[config.mk]
export PLATFORM = sky130hd
export DESIGN_NAME = ifep_ctrl
export DESIGN_NICKNAME = d
export VERILOG_FILES = /design/src/ifep_ctrl.v
export VERILOG_INCLUDE_DIRS = /design/src
export SDC_FILE = /design/constraint.sdc
export NUM_CORES = 1
export LEC_CHECK = 0
export ABC_AREA = 1
export BUFFER_PORTS_ARGS = -buffer_cell sky130_fd_sc_hd__buf_2
export CAP_MARGIN = 20
export CORE_MARGIN = 5
export CORE_UTILIZATION = 56
export DETAILED_ROUTE_END_ITERATION = 6
export PLACE_DENSITY = 0.8
export SYNTH_ARGS = -nofsm -noshare
export SYNTH_HDL_FRONTEND = slang
export SYNTH_SLANG_ARGS = --single-unit
[constraint.sdc]
create_clock -name core_clk -period 6.45 [get_ports core_clk]
set_input_delay 1.29 -clock core_clk [delete_from_list [all_inputs] [get_ports core_clk]]
set_output_delay 1.29 -clock core_clk [all_outputs]
set_load 0.02 [all_outputs]
[src/ifep_map.vh]
// Register map and constants for the interrupt flag/enable/priority block
`ifndef IFEP_MAP_VH
`define IFEP_MAP_VH
// ---------------------------------------------------------------
// Register byte addresses
// ---------------------------------------------------------------
`define IFEP_ADDR_FLAGS 12'h000
`define IFEP_ADDR_ENABLES 12'h004
`define IFEP_ADDR_PRIOS 12'h008
`define IFEP_ADDR_ACTIVE 12'h00c
`define IFEP_ADDR_STATUS 12'h010
`define IFEP_ADDR_MASK 12'h014
// ---------------------------------------------------------------
// Field layouts and reset values
// ---------------------------------------------------------------
`define IFEP_SRC_MASK 16'hffdf
`define IFEP_PRIO_MASK 16'h7777
`define IFEP_PRIO_RESET 16'h4444
`define IFEP_FLAGS_RESET 16'h0000
`define IFEP_EVT_RESET 2'h0
`define IFEP_NSRC 16
`define IFEP_PRIO_W 3
`define IFEP_PRIO_LSB_T4 12
`define IFEP_PRIO_LSB_OC4 8
`define IFEP_PRIO_LSB_OC3 4
`define IFEP_PRIO_LSB_DMA2 0
`define IFEP_BIT_T4 11
`define IFEP_BIT_OC4 10
`define IFEP_BIT_OC3 9
`define IFEP_BIT_DMA2 8
`define IFEP_PRIO_DEFAULT 3'h4
`define IFEP_PRIO_OFF 3'h0
`define IFEP_EVT_NEW 0
`define IFEP_EVT_DROP 1
`endif

[src/ifep_ctrl.v]
// Interrupt flag, enable and priority block with APB register access
//
// Contract
// - Flag bits 15..8: uart2 tx, uart2 rx, ext2, timer5, timer4, oc4, oc3, dma2.
// - Flag bits 7,6: capture8/7; bits 4..0: ext1, cn, cmp, i2c master/slave.
// - Flags set on source request, software read/write, reset to zero.
// - Enable register mirrors flag layout, read/write, reset to zero.
// - Enable bit one passes the request on; zero blocks it.
// - Four 3-bit priority fields: timer4, compare4, compare3, dma2 done.
// - Priority 7 highest down to 1; code 0 disables the source.
// - Priority fields reset to level 4.
// - Unimplemented bits ignore writes and read zero.
//
// The register addresses and the APB register port were left to the implementer.
`timescale 1ns/1ps
`default_nettype none
`include "ifep_map.vh"

module ifep_ctrl #(
  parameter NSRC = `IFEP_NSRC,
  parameter PW = `IFEP_PRIO_W
) (
  // Clock and reset
  input wire core_clk,
  input wire arst_n,
  // APB slave
  input wire psel,
  input wire penable,
  input wire pwrite,
  input wire [11:0] paddr,
  input wire [31:0] pwdata,
  output wire pready,
  output reg [31:0] prdata,
  output wire pslverr,
  // Peripheral request levels, one per flag position, high for at least two cycles
  input wire [NSRC-1:0] src_req,
  // Request to the core
  output reg irq_valid,
  output reg [3:0] irq_src_id,
  output reg [PW-1:0] irq_level,
  // Block interrupt
  output wire blk_irq
);

  // ---------------------------------------------------------------
  // Priority lookup per source
  // ---------------------------------------------------------------
  function [PW-1:0] src_prio;
    input [15:0] prios;
    input [3:0] idx;
    begin
      // Sources without a priority field here run at default level
      case (idx)
        `IFEP_BIT_T4: src_prio = prios[`IFEP_PRIO_LSB_T4 +: PW];
        `IFEP_BIT_OC4: src_prio = prios[`IFEP_PRIO_LSB_OC4 +: PW];
        `IFEP_BIT_OC3: src_prio = prios[`IFEP_PRIO_LSB_OC3 +: PW];
        `IFEP_BIT_DMA2: src_prio = prios[`IFEP_PRIO_LSB_DMA2 +: PW];
        default: src_prio = `IFEP_PRIO_DEFAULT;
      endcase
    end
  endfunction

  // ---------------------------------------------------------------
  // Registers
  // ---------------------------------------------------------------
  reg [15:0] flags_q;
  reg [15:0] enables_q;
  reg [15:0] prios_q;
  reg [1:0] status_q;
  reg [1:0] mask_q;

  // Three-stage input synchroniser and edge detect
  reg [NSRC-1:0] req_s1_q;
  reg [NSRC-1:0] req_s2_q;
  reg [NSRC-1:0] req_s3_q;
  reg [NSRC-1:0] req_lvl_q;
  wire [NSRC-1:0] req_rise;
  wire [15:0] hw_set;

  always @(posedge core_clk or negedge arst_n) begin
    if (!arst_n) begin
      req_s1_q <= {NSRC{1'b0}};
      req_s2_q <= {NSRC{1'b0}};
      req_s3_q <= {NSRC{1'b0}};
      req_lvl_q <= {NSRC{1'b0}};
    end else begin
      req_s1_q <= src_req;
      req_s2_q <= req_s1_q;
      req_s3_q <= req_s2_q;
      // Level follows once stages two and three agree
      req_lvl_q <= (req_s2_q & req_s3_q) |
        (req_lvl_q & (req_s2_q | req_s3_q));
    end
  end

  assign req_rise = req_s2_q & req_s3_q & ~req_lvl_q;
  assign hw_set = req_rise[15:0] & `IFEP_SRC_MASK;

  // ---------------------------------------------------------------
  // APB decode
  // ---------------------------------------------------------------
  wire acc;
  wire wr;
  wire hit;
  assign acc = psel & penable;
  assign wr = acc & pwrite;
  assign pready = 1'b1;
  assign hit = (paddr == `IFEP_ADDR_FLAGS) | (paddr == `IFEP_ADDR_ENABLES) |
               (paddr == `IFEP_ADDR_PRIOS) | (paddr == `IFEP_ADDR_ACTIVE) |
               (paddr == `IFEP_ADDR_STATUS) | (paddr == `IFEP_ADDR_MASK);
  assign pslverr = acc & ~hit;

  wire wr_flags;
  wire wr_en;
  wire wr_prio;
  wire wr_stat;
  wire wr_mask;
  assign wr_flags = wr & (paddr == `IFEP_ADDR_FLAGS);
  assign wr_en = wr & (paddr == `IFEP_ADDR_ENABLES);
  assign wr_prio = wr & (paddr == `IFEP_ADDR_PRIOS);
  assign wr_stat = wr & (paddr == `IFEP_ADDR_STATUS);
  assign wr_mask = wr & (paddr == `IFEP_ADDR_MASK);

  // ---------------------------------------------------------------
  // Flag, enable and priority registers
  // ---------------------------------------------------------------
  reg [15:0] flags_d;
  always @* begin
    flags_d = flags_q;
    if (wr_flags) begin
      flags_d = pwdata[15:0] & `IFEP_SRC_MASK;
    end
    flags_d = flags_d | hw_set;
  end

  // Event: a request arrived while its flag was already set and was not being written with a one
  wire drop_evt;
  assign drop_evt = |(hw_set & flags_q & ~(wr_flags ? pwdata[15:0] : 16'h0000));

  always @(posedge core_clk or negedge arst_n) begin
    if (!arst_n) begin
      flags_q <= `IFEP_FLAGS_RESET;
      enables_q <= `IFEP_FLAGS_RESET;
      prios_q <= `IFEP_PRIO_RESET;
      mask_q <= `IFEP_EVT_RESET;
      status_q <= `IFEP_EVT_RESET;
    end else begin
      flags_q <= flags_d;
      if (wr_en) begin
        enables_q <= pwdata[15:0] & `IFEP_SRC_MASK;
      end
      if (wr_prio) begin
        prios_q <= pwdata[15:0] & `IFEP_PRIO_MASK;
      end
      if (wr_mask) begin
        mask_q <= pwdata[1:0];
      end
      // Set wins over write-one-to-clear
      status_q[`IFEP_EVT_NEW] <= (|hw_set) |
        (status_q[`IFEP_EVT_NEW] & ~(wr_stat & pwdata[`IFEP_EVT_NEW]));
      status_q[`IFEP_EVT_DROP] <= drop_evt |
        (status_q[`IFEP_EVT_DROP] & ~(wr_stat & pwdata[`IFEP_EVT_DROP]));
    end
  end

  assign blk_irq = |(status_q & mask_q);

  // ---------------------------------------------------------------
  // Arbitration: highest priority pending, lowest index on tie
  // ---------------------------------------------------------------
  wire [15:0] pending;
  assign pending = flags_q & enables_q;

  reg best_v;
  reg [3:0] best_id;
  reg [PW-1:0] best_p;
  reg [PW-1:0] cur_p;
  integer i;
  always @* begin
    best_v = 1'b0;
    best_id = 4'h0;
    best_p = `IFEP_PRIO_OFF;
    cur_p = `IFEP_PRIO_OFF;
    for (i = 0; i < NSRC; i = i + 1) begin
      cur_p = src_prio(prios_q, i[3:0]);
      // Code zero never wins, so disabled sources drop out
      if (pending[i] && cur_p > best_p) begin
        best_v = 1'b1;
        best_id = i[3:0];
        best_p = cur_p;
      end
    end
  end

  always @(posedge core_clk or negedge arst_n) begin
    if (!arst_n) begin
      irq_valid <= 1'b0;
      irq_src_id <= 4'h0;
      irq_level <= `IFEP_PRIO_OFF;
    end else begin
      irq_valid <= best_v;
      irq_src_id <= best_id;
      irq_level <= best_p;
    end
  end

  // ---------------------------------------------------------------
  // Read data
  // ---------------------------------------------------------------
  always @(posedge core_clk or negedge arst_n) begin
    if (!arst_n) begin
      prdata <= 32'h0000_0000;
    end else if (psel && !penable && !pwrite) begin
      case (paddr)
        `IFEP_ADDR_FLAGS: prdata <= {16'h0000, flags_q};
        `IFEP_ADDR_ENABLES: prdata <= {16'h0000, enables_q};
        `IFEP_ADDR_PRIOS: prdata <= {16'h0000, prios_q};
        `IFEP_ADDR_ACTIVE: prdata <= {24'h000000, best_v, best_p, best_id};
        `IFEP_ADDR_STATUS: prdata <= {30'h00000000, status_q};
        `IFEP_ADDR_MASK: prdata <= {30'h00000000, mask_q};
        default: prdata <= 32'h0000_0000;
      endcase
    end
  end

endmodule // ifep_ctrl
`default_nettype wire

==> flow_metrics.tcl, run 1 <==
set metrics [dict create \
    die_w_um 112 \
    intPower_mw 1.40 \
    hold_path.class "reg2reg" \
    final_util 0.670 \
    cts_resized 0 \
    grt_pass1_vias 4844 \
    h-tree-depth 4 \
    ff_latch_area_sq_um 3260 \
    path_buf_inv 4 \
    fin_nets 814 \
    critPathSlowestCell "dfrtp_1" \
    power.share.clock 0.483 \
    total_power_mw 1.84 \
    slew_violations 0 \
    fin_cells 890 \
    critical_path_class "reg2reg" \
    place.gp.congestion 0.873 \
    clock.fmax_mhz 181 \
    syn_to_final_growth_pct 17.2 \
    grt_max_degree 88 \
    hold_buffers 0 \
    path_max_fanout 7 \
    maxCapViolCount 0 \
    rows 37 \
    cts_tree "built" \
    end_kind "register" \
    met2_usage 0.389 \
    wl_um 13800 \
    design.die.area_sq_um 12600 \
    worstMarginPinSlew_ns 0.822 \
    multi_input_area_sq_um 2240 \
    grt_pass1_wl_um 23300 \
    p_leak_nw 3.41 \
    worst_setup_path_start_kind "register" \
    pwr-share-comb 0.052 \
    drt-initial-drc-count 349 \
    cts.path.max_buffers 2 \
    critPathMostFrequentCell "nand2_1" \
    cts_setup_buffers 0 \
    num_vias 4746 \
    cts_buffers 17 \
    core_sq_um 10300 \
    grt_setup_unrepaired "false" \
    vias_per_cell 5.33 \
    num_io_pins 108 \
    root_buffer "clkbuf_8" \
    setup-tns-final_ns 0 \
    busiest_layer "met2" \
    cpLargestDelayFamily "simple AND/OR/NAND/NOR gates" \
    diodes 0 \
    track_usage 0.234 \
    grt-ovfl-total 0 \
    io_buffers 73 \
    synth_cell_types 44 \
    cp_data_required_time_ns 6.87 \
    drc_errors 0 \
    setup_viol 0 \
    p_switching_mw 0.444 \
    synth_ff_type "dfrtp_1" \
    avgSynthCellArea_sq_um 8.95 \
    seqPwrFrac 0.465 \
    synth-warning-count 0 \
    p_sw_frac 0.241 \
    finalHoldViolations 0 \
    clkLatencyLatePin_ns 0.53 \
    clk_pin_slew_ns 0.06 \
    slowest_delay_ns 0.42 \
    vdd_drop_max_mv 0.219 \
    cp.arrival_ns 5.94 \
    dp_hpwl_um 10200 \
    synth_area_sq_um 5880 \
    postRouteAntennaNets 0 \
    initial_core_util 0.572 \
    grtUsageMet3 0.0464 \
    period_minus_slack_ns 5.52 \
    synth-async-reset-ratio 1.00 \
    powerDensity_nw_per_um2 267 \
    place_inst 857 \
    fp.dieH_um 112 \
    routedWlPerCell_um 15.5 \
    ys_seq_elements 130 \
    met1_usage 0.297 \
    synth-edff-count 0 \
    finalCritPeriodShare 0.856 \
    drive_above_1_share 0.206 \
    outcome "completed" \
    holdWs_ns 0.346 \
    synthCells 657 \
    grt_antenna_before_repair 0 \
    skew_ns 0.00685 \
    cts.sinks 130 \
    ys_seq_area_frac 0.554 \
    dr.pass1.iters 5 \
    slew_headroom 0.445 \
    fill_cells 815 \
]
[power groups by stage]
stage	registers [mW]	clock network [mW]	logic [mW]
2_1_floorplan	0.867	0	0.0537
4_1_cts	0.856	0.904	0.0943
3_3_place_gp	0.868	0	0.0895
6_report	0.856	0.890	0.0952
3_5_place_dp	0.870	0	0.0927
5_1_grt	0.859	0.949	0.107
[Yosys cell counts, types with 2 or more instances]
master / count / area share
nand2_1: 196 / 0.13
dfrtp_1: 126 / 0.54
inv_1: 54 / 0.034
o21ai_0: 49 / 0.042
nand3_1: 37 / 0.032
nor2_1: 31 / 0.020
a21oi_1: 24 / 0.020
buf_4: 17 / 0.022
inv_2: 12 / 0.0077
o21ai_1: 12 / 0.010
nand4_1: 11 / 0.012
ha_1: 8 / 0.017
clkbuf_1: 6 / 0.0038
nand3_2: 6 / 0.010
nor3_1: 6 / 0.0051
nor4_1: 6 / 0.0064
nor2_2: 5 / 0.0053
a221oi_1: 4 / 0.0060
dfstp_2: 4 / 0.018
nand2_2: 4 / 0.0043
a22o_1: 3 / 0.0045
mux2_2: 3 / 0.0057
nand2_4: 3 / 0.0057
nand4_2: 3 / 0.0064
o211ai_1: 3 / 0.0038
and3_1: 2 / 0.0021
clkinv_1: 2 / 0.0013
conb_1: 2 / 0.0013
nor2_8: 2 / 0.0068
nor3_2: 2 / 0.0034
[flip-flops by register name, indices dropped and copies added (netlist names)]
signal,count
req_s2_q,15
req_s3_q,15
irq_level,3
req_lvl_q,15
req_s1_q,15
enables_q,15
irq_src_id,4
flags_q,15
prdata,16
status_q,2
mask_q,2
irq_valid,1
prios_q,12
[worst paths after layout]
| check | from | endpoint | slack, ns | cells after the start |
|---|---|---|---|---|
| worst max-delay path | flags_q[0] | prdata[7] | 0.93 | 43 |
| worst min-delay path | req_s1_q[1] | req_s2_q[1] | 0.35 | 0 |
| worst max register to register | flags_q[0] | prdata[7] | 0.93 | 43 |
| worst min register to register | req_s1_q[1] | req_s2_q[1] | 0.35 | 0 |
| max in group asynchronous | arst_n | flags_q[12] | 4.62 | 3 |
| min in group asynchronous | arst_n | prdata[13] | 0.67 | 1 |
[layer usage]
metal  share of wire  vias to the layer above  wire length (um)
met5               0                        -                 0
met4           0.026                        0               354
met3           0.064                       29               884
met2            0.49                      178              6780
met1            0.42                     2231              5760
li1                -                     2308                 -
[cell usage in the layout, fill, tap and decap left out, types with 6 or more instances in the layout]
| cell type | count |
|---|---|
| nand2_1 | 196 |
| dfrtp_1 | 126 |
| buf_2 | 72 |
| inv_1 | 54 |
| o21ai_0 | 49 |
| nand3_1 | 37 |
| nor2_1 | 31 |
| a21oi_1 | 24 |
| conb_1 | 17 |
| clkbuf_16 | 16 |
| o21ai_1 | 12 |
| inv_2 | 12 |
| nand4_1 | 11 |
| ha_1 | 8 |
| nand3_2 | 6 |
| nor4_1 | 6 |
| nor3_1 | 6 |
[cell families after synthesis]
group,Yosys count,synth area share
buf+inv,93,0.0732
compound gates,103,0.0979
fa+ha+maj,8,0.0170
mux,3,0.00575
simple gates,318,0.250
flops,130,0.554
other cells,2,0.00128
[layout make-up]
| class | instances | share of cell area |
|---|---|---|
| flip-flops and latches | 130 | 0.473 |
| multi-input cells | 449 | 0.326 |
| clock buffers | 19 | 0.0627 |
| repair buffers | 75 | 0.0585 |
| inverters | 68 | 0.0371 |
| well taps | 136 | 0.0247 |
| clock inverters | 13 | 0.0182 |
[metrics by stage]
stage	cell area, sq um	setup WS [ns]
2_1_floorplan	5930	1.75
5_1_grt	6890	0.383
4_1_cts	6860	0.952
6_report	6890	0.927
3_3_place_gp	6300	1.07
3_5_place_dp	6300	1.03
(Power assumes the default switching activity.)
==> run 2: changes to the inputs <==
--- a/config.mk
+++ b/config.mk
@@ -10,9 +10,10 @@
 export BUFFER_PORTS_ARGS = -buffer_cell sky130_fd_sc_hd__buf_2
 export CAP_MARGIN = 20
 export CORE_MARGIN = 5
-export CORE_UTILIZATION = 56
+export CORE_UTILIZATION = 58
+export CTS_BUF_LIST = sky130_fd_sc_hd__clkbuf_8
 export DETAILED_ROUTE_END_ITERATION = 6
-export PLACE_DENSITY = 0.8
+export PLACE_DENSITY = 0.83
 export SYNTH_ARGS = -nofsm -noshare
 export SYNTH_HDL_FRONTEND = slang
 export SYNTH_SLANG_ARGS = --single-unit
==> flow_metrics.tcl, run 2 (same netlist as run 1, synthesis figures left out) <==
set metrics [dict create \
    clkLatencyLatePin_ns 0.44 \
    place_area_sq_um 6300 \
    skew_ns 0.00867 \
    place.gp.congestion 0.897 \
    r2r_slack_ns 0.95 \
    dp_hpwl_um 10300 \
    slowest_delay_ns 0.43 \
    finalHoldViolations 0 \
    largest_reg_flops 16 \
    initial_core_util 0.598 \
    worstMarginPinSlew_ns 0.966 \
    drc_errors 0 \
    maxCapViolCount 0 \
    rows 36 \
    grt_pass1_wl_um 23000 \
    critical_path_class "reg2reg" \
    cts.path.max_buffers 2 \
    critPathMostFrequentCell "nand2_1" \
    regMostFlops "prdata" \
    slew_violations 0 \
    cts_resized 0 \
    hold_path.class "reg2reg" \
    stdcell_area_sq_um 6710 \
    grt-ovfl-total 0 \
    reg2reg_depth 39 \
    diodes 0 \
    cts_buffers 17 \
    powerDensity_nw_per_um2 245 \
    p_leak_nw 3.34 \
    path_max_fanout 7 \
    drt-initial-drc-count 317 \
    h-tree-depth 4 \
    cts_setup_buffers 0 \
    cts_tree "built" \
    num_vias 4756 \
    finalCritPeriodShare 0.852 \
    hold_buffers 0 \
    cp_data_required_time_ns 6.77 \
    fin_nets 813 \
    io_buffers 73 \
    slew_headroom 0.356 \
    drive_above_1_share 0.206 \
    critPathSlowestCell "dfrtp_1" \
    syn_to_final_growth_pct 14.2 \
    die_w_um 111 \
    cp.arrival_ns 5.81 \
    vdd_drop_max_mv 0.196 \
    setup_viol 0 \
    layout_common_cells "nand2_1 (196), dfrtp_1 (126), buf_2 (72)" \
    grt_pass1_vias 4833 \
    outcome "completed" \
    root_buffer "clkbuf_8" \
    core_sq_um 9820 \
    final_common_cell "nand2_1" \
    fp.dieH_um 111 \
    period_minus_slack_ns 5.50 \
    clock.fmax_mhz 182 \
    worst_setup_path_start_kind "register" \
    grt_max_degree 79 \
    wl_um 13600 \
    cts.sinks 130 \
    end_kind "register" \
    num_io_pins 108 \
    vias_per_cell 5.37 \
    routedWlPerCell_um 15.3 \
    setup-tns-final_ns 0 \
    postRouteAntennaNets 0 \
    clk_pin_slew_ns 0.07 \
    grt_antenna_before_repair 0 \
    design.die.area_sq_um 12200 \
    whs_path_depth 0 \
    dr.pass1.iters 6 \
    track_usage 0.234 \
    grt_setup_unrepaired "false" \
]
==> run 2: area by class of cell <==
type | instances | area [sq um]
clock buffer | 19 | 262
clock inverter | 13 | 149
fill | 793 | 3110
inverter | 68 | 255
multi-input combinational | 449 | 2240
sequential | 130 | 3260
tap | 133 | 166
timing repair buffer | 74 | 375
==> run 2: worst max-delay path: cells and delay by family (launching register included) <==
family,cells,cell delay (ns)
AOI/OAI and AO/OA,7,1.11
adders and majority gates,4,0.99
buffers and inverters,2,0.24
DFF,1,0.43
and+or+nand+nor,26,2.60
==> run 2: path summary, 6_finish.rpt <==
| path | startpoint | endpoint |
|---|---|---|
| max | flags_q[0] | prdata[2] |
| min | req_s1_q[9] | req_s2_q[9] |
| max reg2reg | flags_q[0] | prdata[2] |
| min reg2reg | req_s1_q[9] | req_s2_q[9] |
| max in group asynchronous | arst_n | req_lvl_q[0] |
| min in group asynchronous | arst_n | prdata[13] |
==> run 2: power breakdown <==
group          switching [mW]  total (mW)  internal [mW]
clock                   0.328       0.697          0.369
sequential             0.0135       0.855          0.841
combinational          0.0656      0.0931         0.0275
total                   0.407        1.65           1.24
==> run 2: metrics by stage <==
stage	power (mW)	utilization	setup slack (ns)	cells	hold slack, ns
5_1_grt	1.71	0.683	0.386	886	0.361
4_1_cts	1.66	0.683	1.02	886	0.353
6_report	1.65	0.683	0.953	886	0.351
3_5_place_dp	0.963	0.642	1.03	854	0.335
2_1_floorplan	0.921	-	1.75	672	0.331
3_3_place_gp	0.957	0.642	1.11	854	0.333
==> run 2: layer usage <==
layer / wire (um) / share of wire / GRT usage / up-vias
li1: - / - / - / 2299
met4: 347 / 0.026 / 0.0993 / 0
met3: 841 / 0.062 / 0.0562 / 28
met2: 6680 / 0.49 / 0.387 / 173
met1: 5720 / 0.42 / 0.294 / 2256
met5: 0 / 0 / 0 / -
==> run 3: changes to the inputs <==
--- a/config.mk
+++ b/config.mk
@@ -9,11 +9,13 @@
 export ABC_AREA = 1
 export BUFFER_PORTS_ARGS = -buffer_cell sky130_fd_sc_hd__buf_2
 export CAP_MARGIN = 20
+export CELL_PAD_IN_SITES_DETAIL_PLACEMENT = 0
+export CELL_PAD_IN_SITES_GLOBAL_PLACEMENT = 1
 export CORE_MARGIN = 5
-export CORE_UTILIZATION = 58
+export CORE_UTILIZATION = 43
 export CTS_BUF_LIST = sky130_fd_sc_hd__clkbuf_8
 export DETAILED_ROUTE_END_ITERATION = 6
-export PLACE_DENSITY = 0.83
+export PLACE_DENSITY_LB_ADDON = 0.1
 export SYNTH_ARGS = -nofsm -noshare
 export SYNTH_HDL_FRONTEND = slang
 export SYNTH_SLANG_ARGS = --single-unit
==> flow_metrics.tcl, run 3 (same netlist as run 1, synthesis figures left out) <==
set metrics [dict create \
    outcome "completed" \
    critPathMostFrequentCell "nand2_1" \
    grt-ovfl-total 0 \
    hold_buffers 0 \
    critical_path_class "reg2reg" \
    wl_um 13400 \
    h-tree-depth 4 \
    slowest_delay_ns 0.43 \
    slew_headroom 0.355 \
    layout_common_cells "nand2_1 (196), dfrtp_1 (126), buf_2 (72)" \
    track_usage 0.177 \
    maxCapViolCount 0 \
    place.gp.congestion 0.871 \
    postRouteAntennaNets 0 \
    fin_nets 813 \
    finalHoldViolations 0 \
    diodes 0 \
    cp_data_required_time_ns 6.77 \
    r2r_start "flags_q[0]" \
    cts_buffers 17 \
    grt_max_degree 77 \
    final_common_cell "nand2_1" \
    path_max_fanout 7 \
    worstMarginPinSlew_ns 0.968 \
    clk_pin_slew_ns 0.07 \
    end_kind "register" \
    period_minus_slack_ns 5.48 \
    intPower_mw 1.22 \
    vias_per_cell 4.92 \
    fp.dieH_um 127 \
    largest_reg_flops 16 \
    design.die.area_sq_um 16100 \
    setup-tns-final_ns 0 \
    worstSetupStartpoint "flags_q[0]" \
    grt_pass1_vias 4483 \
    drc_errors 0 \
    setup_viol 0 \
    total_power_mw 1.62 \
    p_sw_frac 0.252 \
    power.share.clock 0.419 \
    initial_core_util 0.440 \
    num_vias 4568 \
    clock.fmax_mhz 183 \
    root_buffer "clkbuf_8" \
    hold_path.class "reg2reg" \
    seqPwrFrac 0.525 \
    dr.pass1.iters 4 \
    pwr-share-comb 0.056 \
    syn_to_final_growth_pct 14.8 \
    drt-initial-drc-count 256 \
    grt_pass1_wl_um 22300 \
    grt_antenna_before_repair 0 \
    die_w_um 127 \
    num_io_pins 108 \
    critPathSlowestCell "dfrtp_1" \
    worst_setup_path_start_kind "register" \
    multi_input_area_sq_um 2240 \
    fill_cells 1311 \
    cp.arrival_ns 5.80 \
    skew_ns 0.00736 \
    slew_violations 0 \
    hp-start "req_s1_q[13]" \
    finalCritPeriodShare 0.849 \
    clkLatencyLatePin_ns 0.44 \
    cts_setup_buffers 0 \
    vdd_drop_max_mv 0.142 \
    powerDensity_nw_per_um2 241 \
    routedWlPerCell_um 14.4 \
    regMostFlops "prdata" \
    cts_tree "built" \
    io_buffers 73 \
    cts.sinks 130 \
    rows 42 \
    drive_above_1_share 0.203 \
    ff_latch_area_sq_um 3260 \
    core_sq_um 13300 \
    grt_setup_unrepaired "false" \
    dp_hpwl_um 10400 \
    cts_resized 0 \
    cts.path.max_buffers 2 \
    p_leak_nw 3.34 \
    p_switching_mw 0.409 \
]
## run 3: cell types whose count changed in the layout (fill, tap and decap cells not counted)
cell and change:
inv_1 +2, clkinv_2 -1, clkinv_4 +1, clkbuf_8 -2
## run 3: final cells by class
cell class                      instances  area share
Sequential cell                       130       0.483
Clock buffer                           17      0.0347
Multi-Input combinational cell        449       0.333
Tap cell                              176      0.0326
Clock inverter                         15      0.0237
Inverter                               68      0.0378
Timing Repair Buffer                   74      0.0556
## run 3: worst paths after layout
check	endpoint	slack, ns	depth (start not counted)
min reg2reg	req_s2_q[13]	0.35	0
max reg2reg	prdata[2]	0.97	38
min	req_s2_q[13]	0.35	0
max	prdata[2]	0.97	38
min in group asynchronous	prdata[10]	0.97	1
max in group asynchronous	req_lvl_q[2]	4.21	2
## run 3: metal layers
metal	part of all wire	GRT usage	routed length [um]
met2	0.46	0.274	6180
met3	0.053	0.0383	702
met4	0.026	0.0839	344
met1	0.46	0.238	6140
met5	0	0	0
## run 3: worst max-delay path: cells and delay by family (launching register included)
family | cells | cell delay (ns)
buffers and inverters | 3 | 0.29
flip-flops | 1 | 0.43
AND/OR/NAND/NOR | 23 | 2.36
AO/OA/AOI/OAI | 8 | 1.27
adder cells (fa/ha/maj) | 4 | 0.97
## run 3: power by group through the flow
stage / sequential [mW] / clock, mW / combinational [mW]
after floorplan: 0.867 / 0 / 0.0537
after global placement: 0.868 / 0 / 0.0916
after detailed placement: 0.870 / 0 / 0.0940
after CTS: 0.853 / 0.703 / 0.0943
after global routing: 0.856 / 0.739 / 0.106
final: 0.853 / 0.680 / 0.0915
## run 3: metrics by stage
| step | instance area, sq um | util | hold WS, ns | instances | setup WS, ns |
|---|---|---|---|---|---|
| floorplan | 5930 | - | 0.331 | 672 | 1.75 |
| global placement | 6350 | 0.476 | 0.331 | 897 | 1.13 |
| detailed placement | 6350 | 0.476 | 0.335 | 897 | 0.991 |
| CTS | 6750 | 0.506 | 0.353 | 929 | 0.949 |
| global route | 6750 | 0.506 | 0.358 | 929 | 0.329 |
| finish | 6750 | 0.506 | 0.350 | 929 | 0.972 |
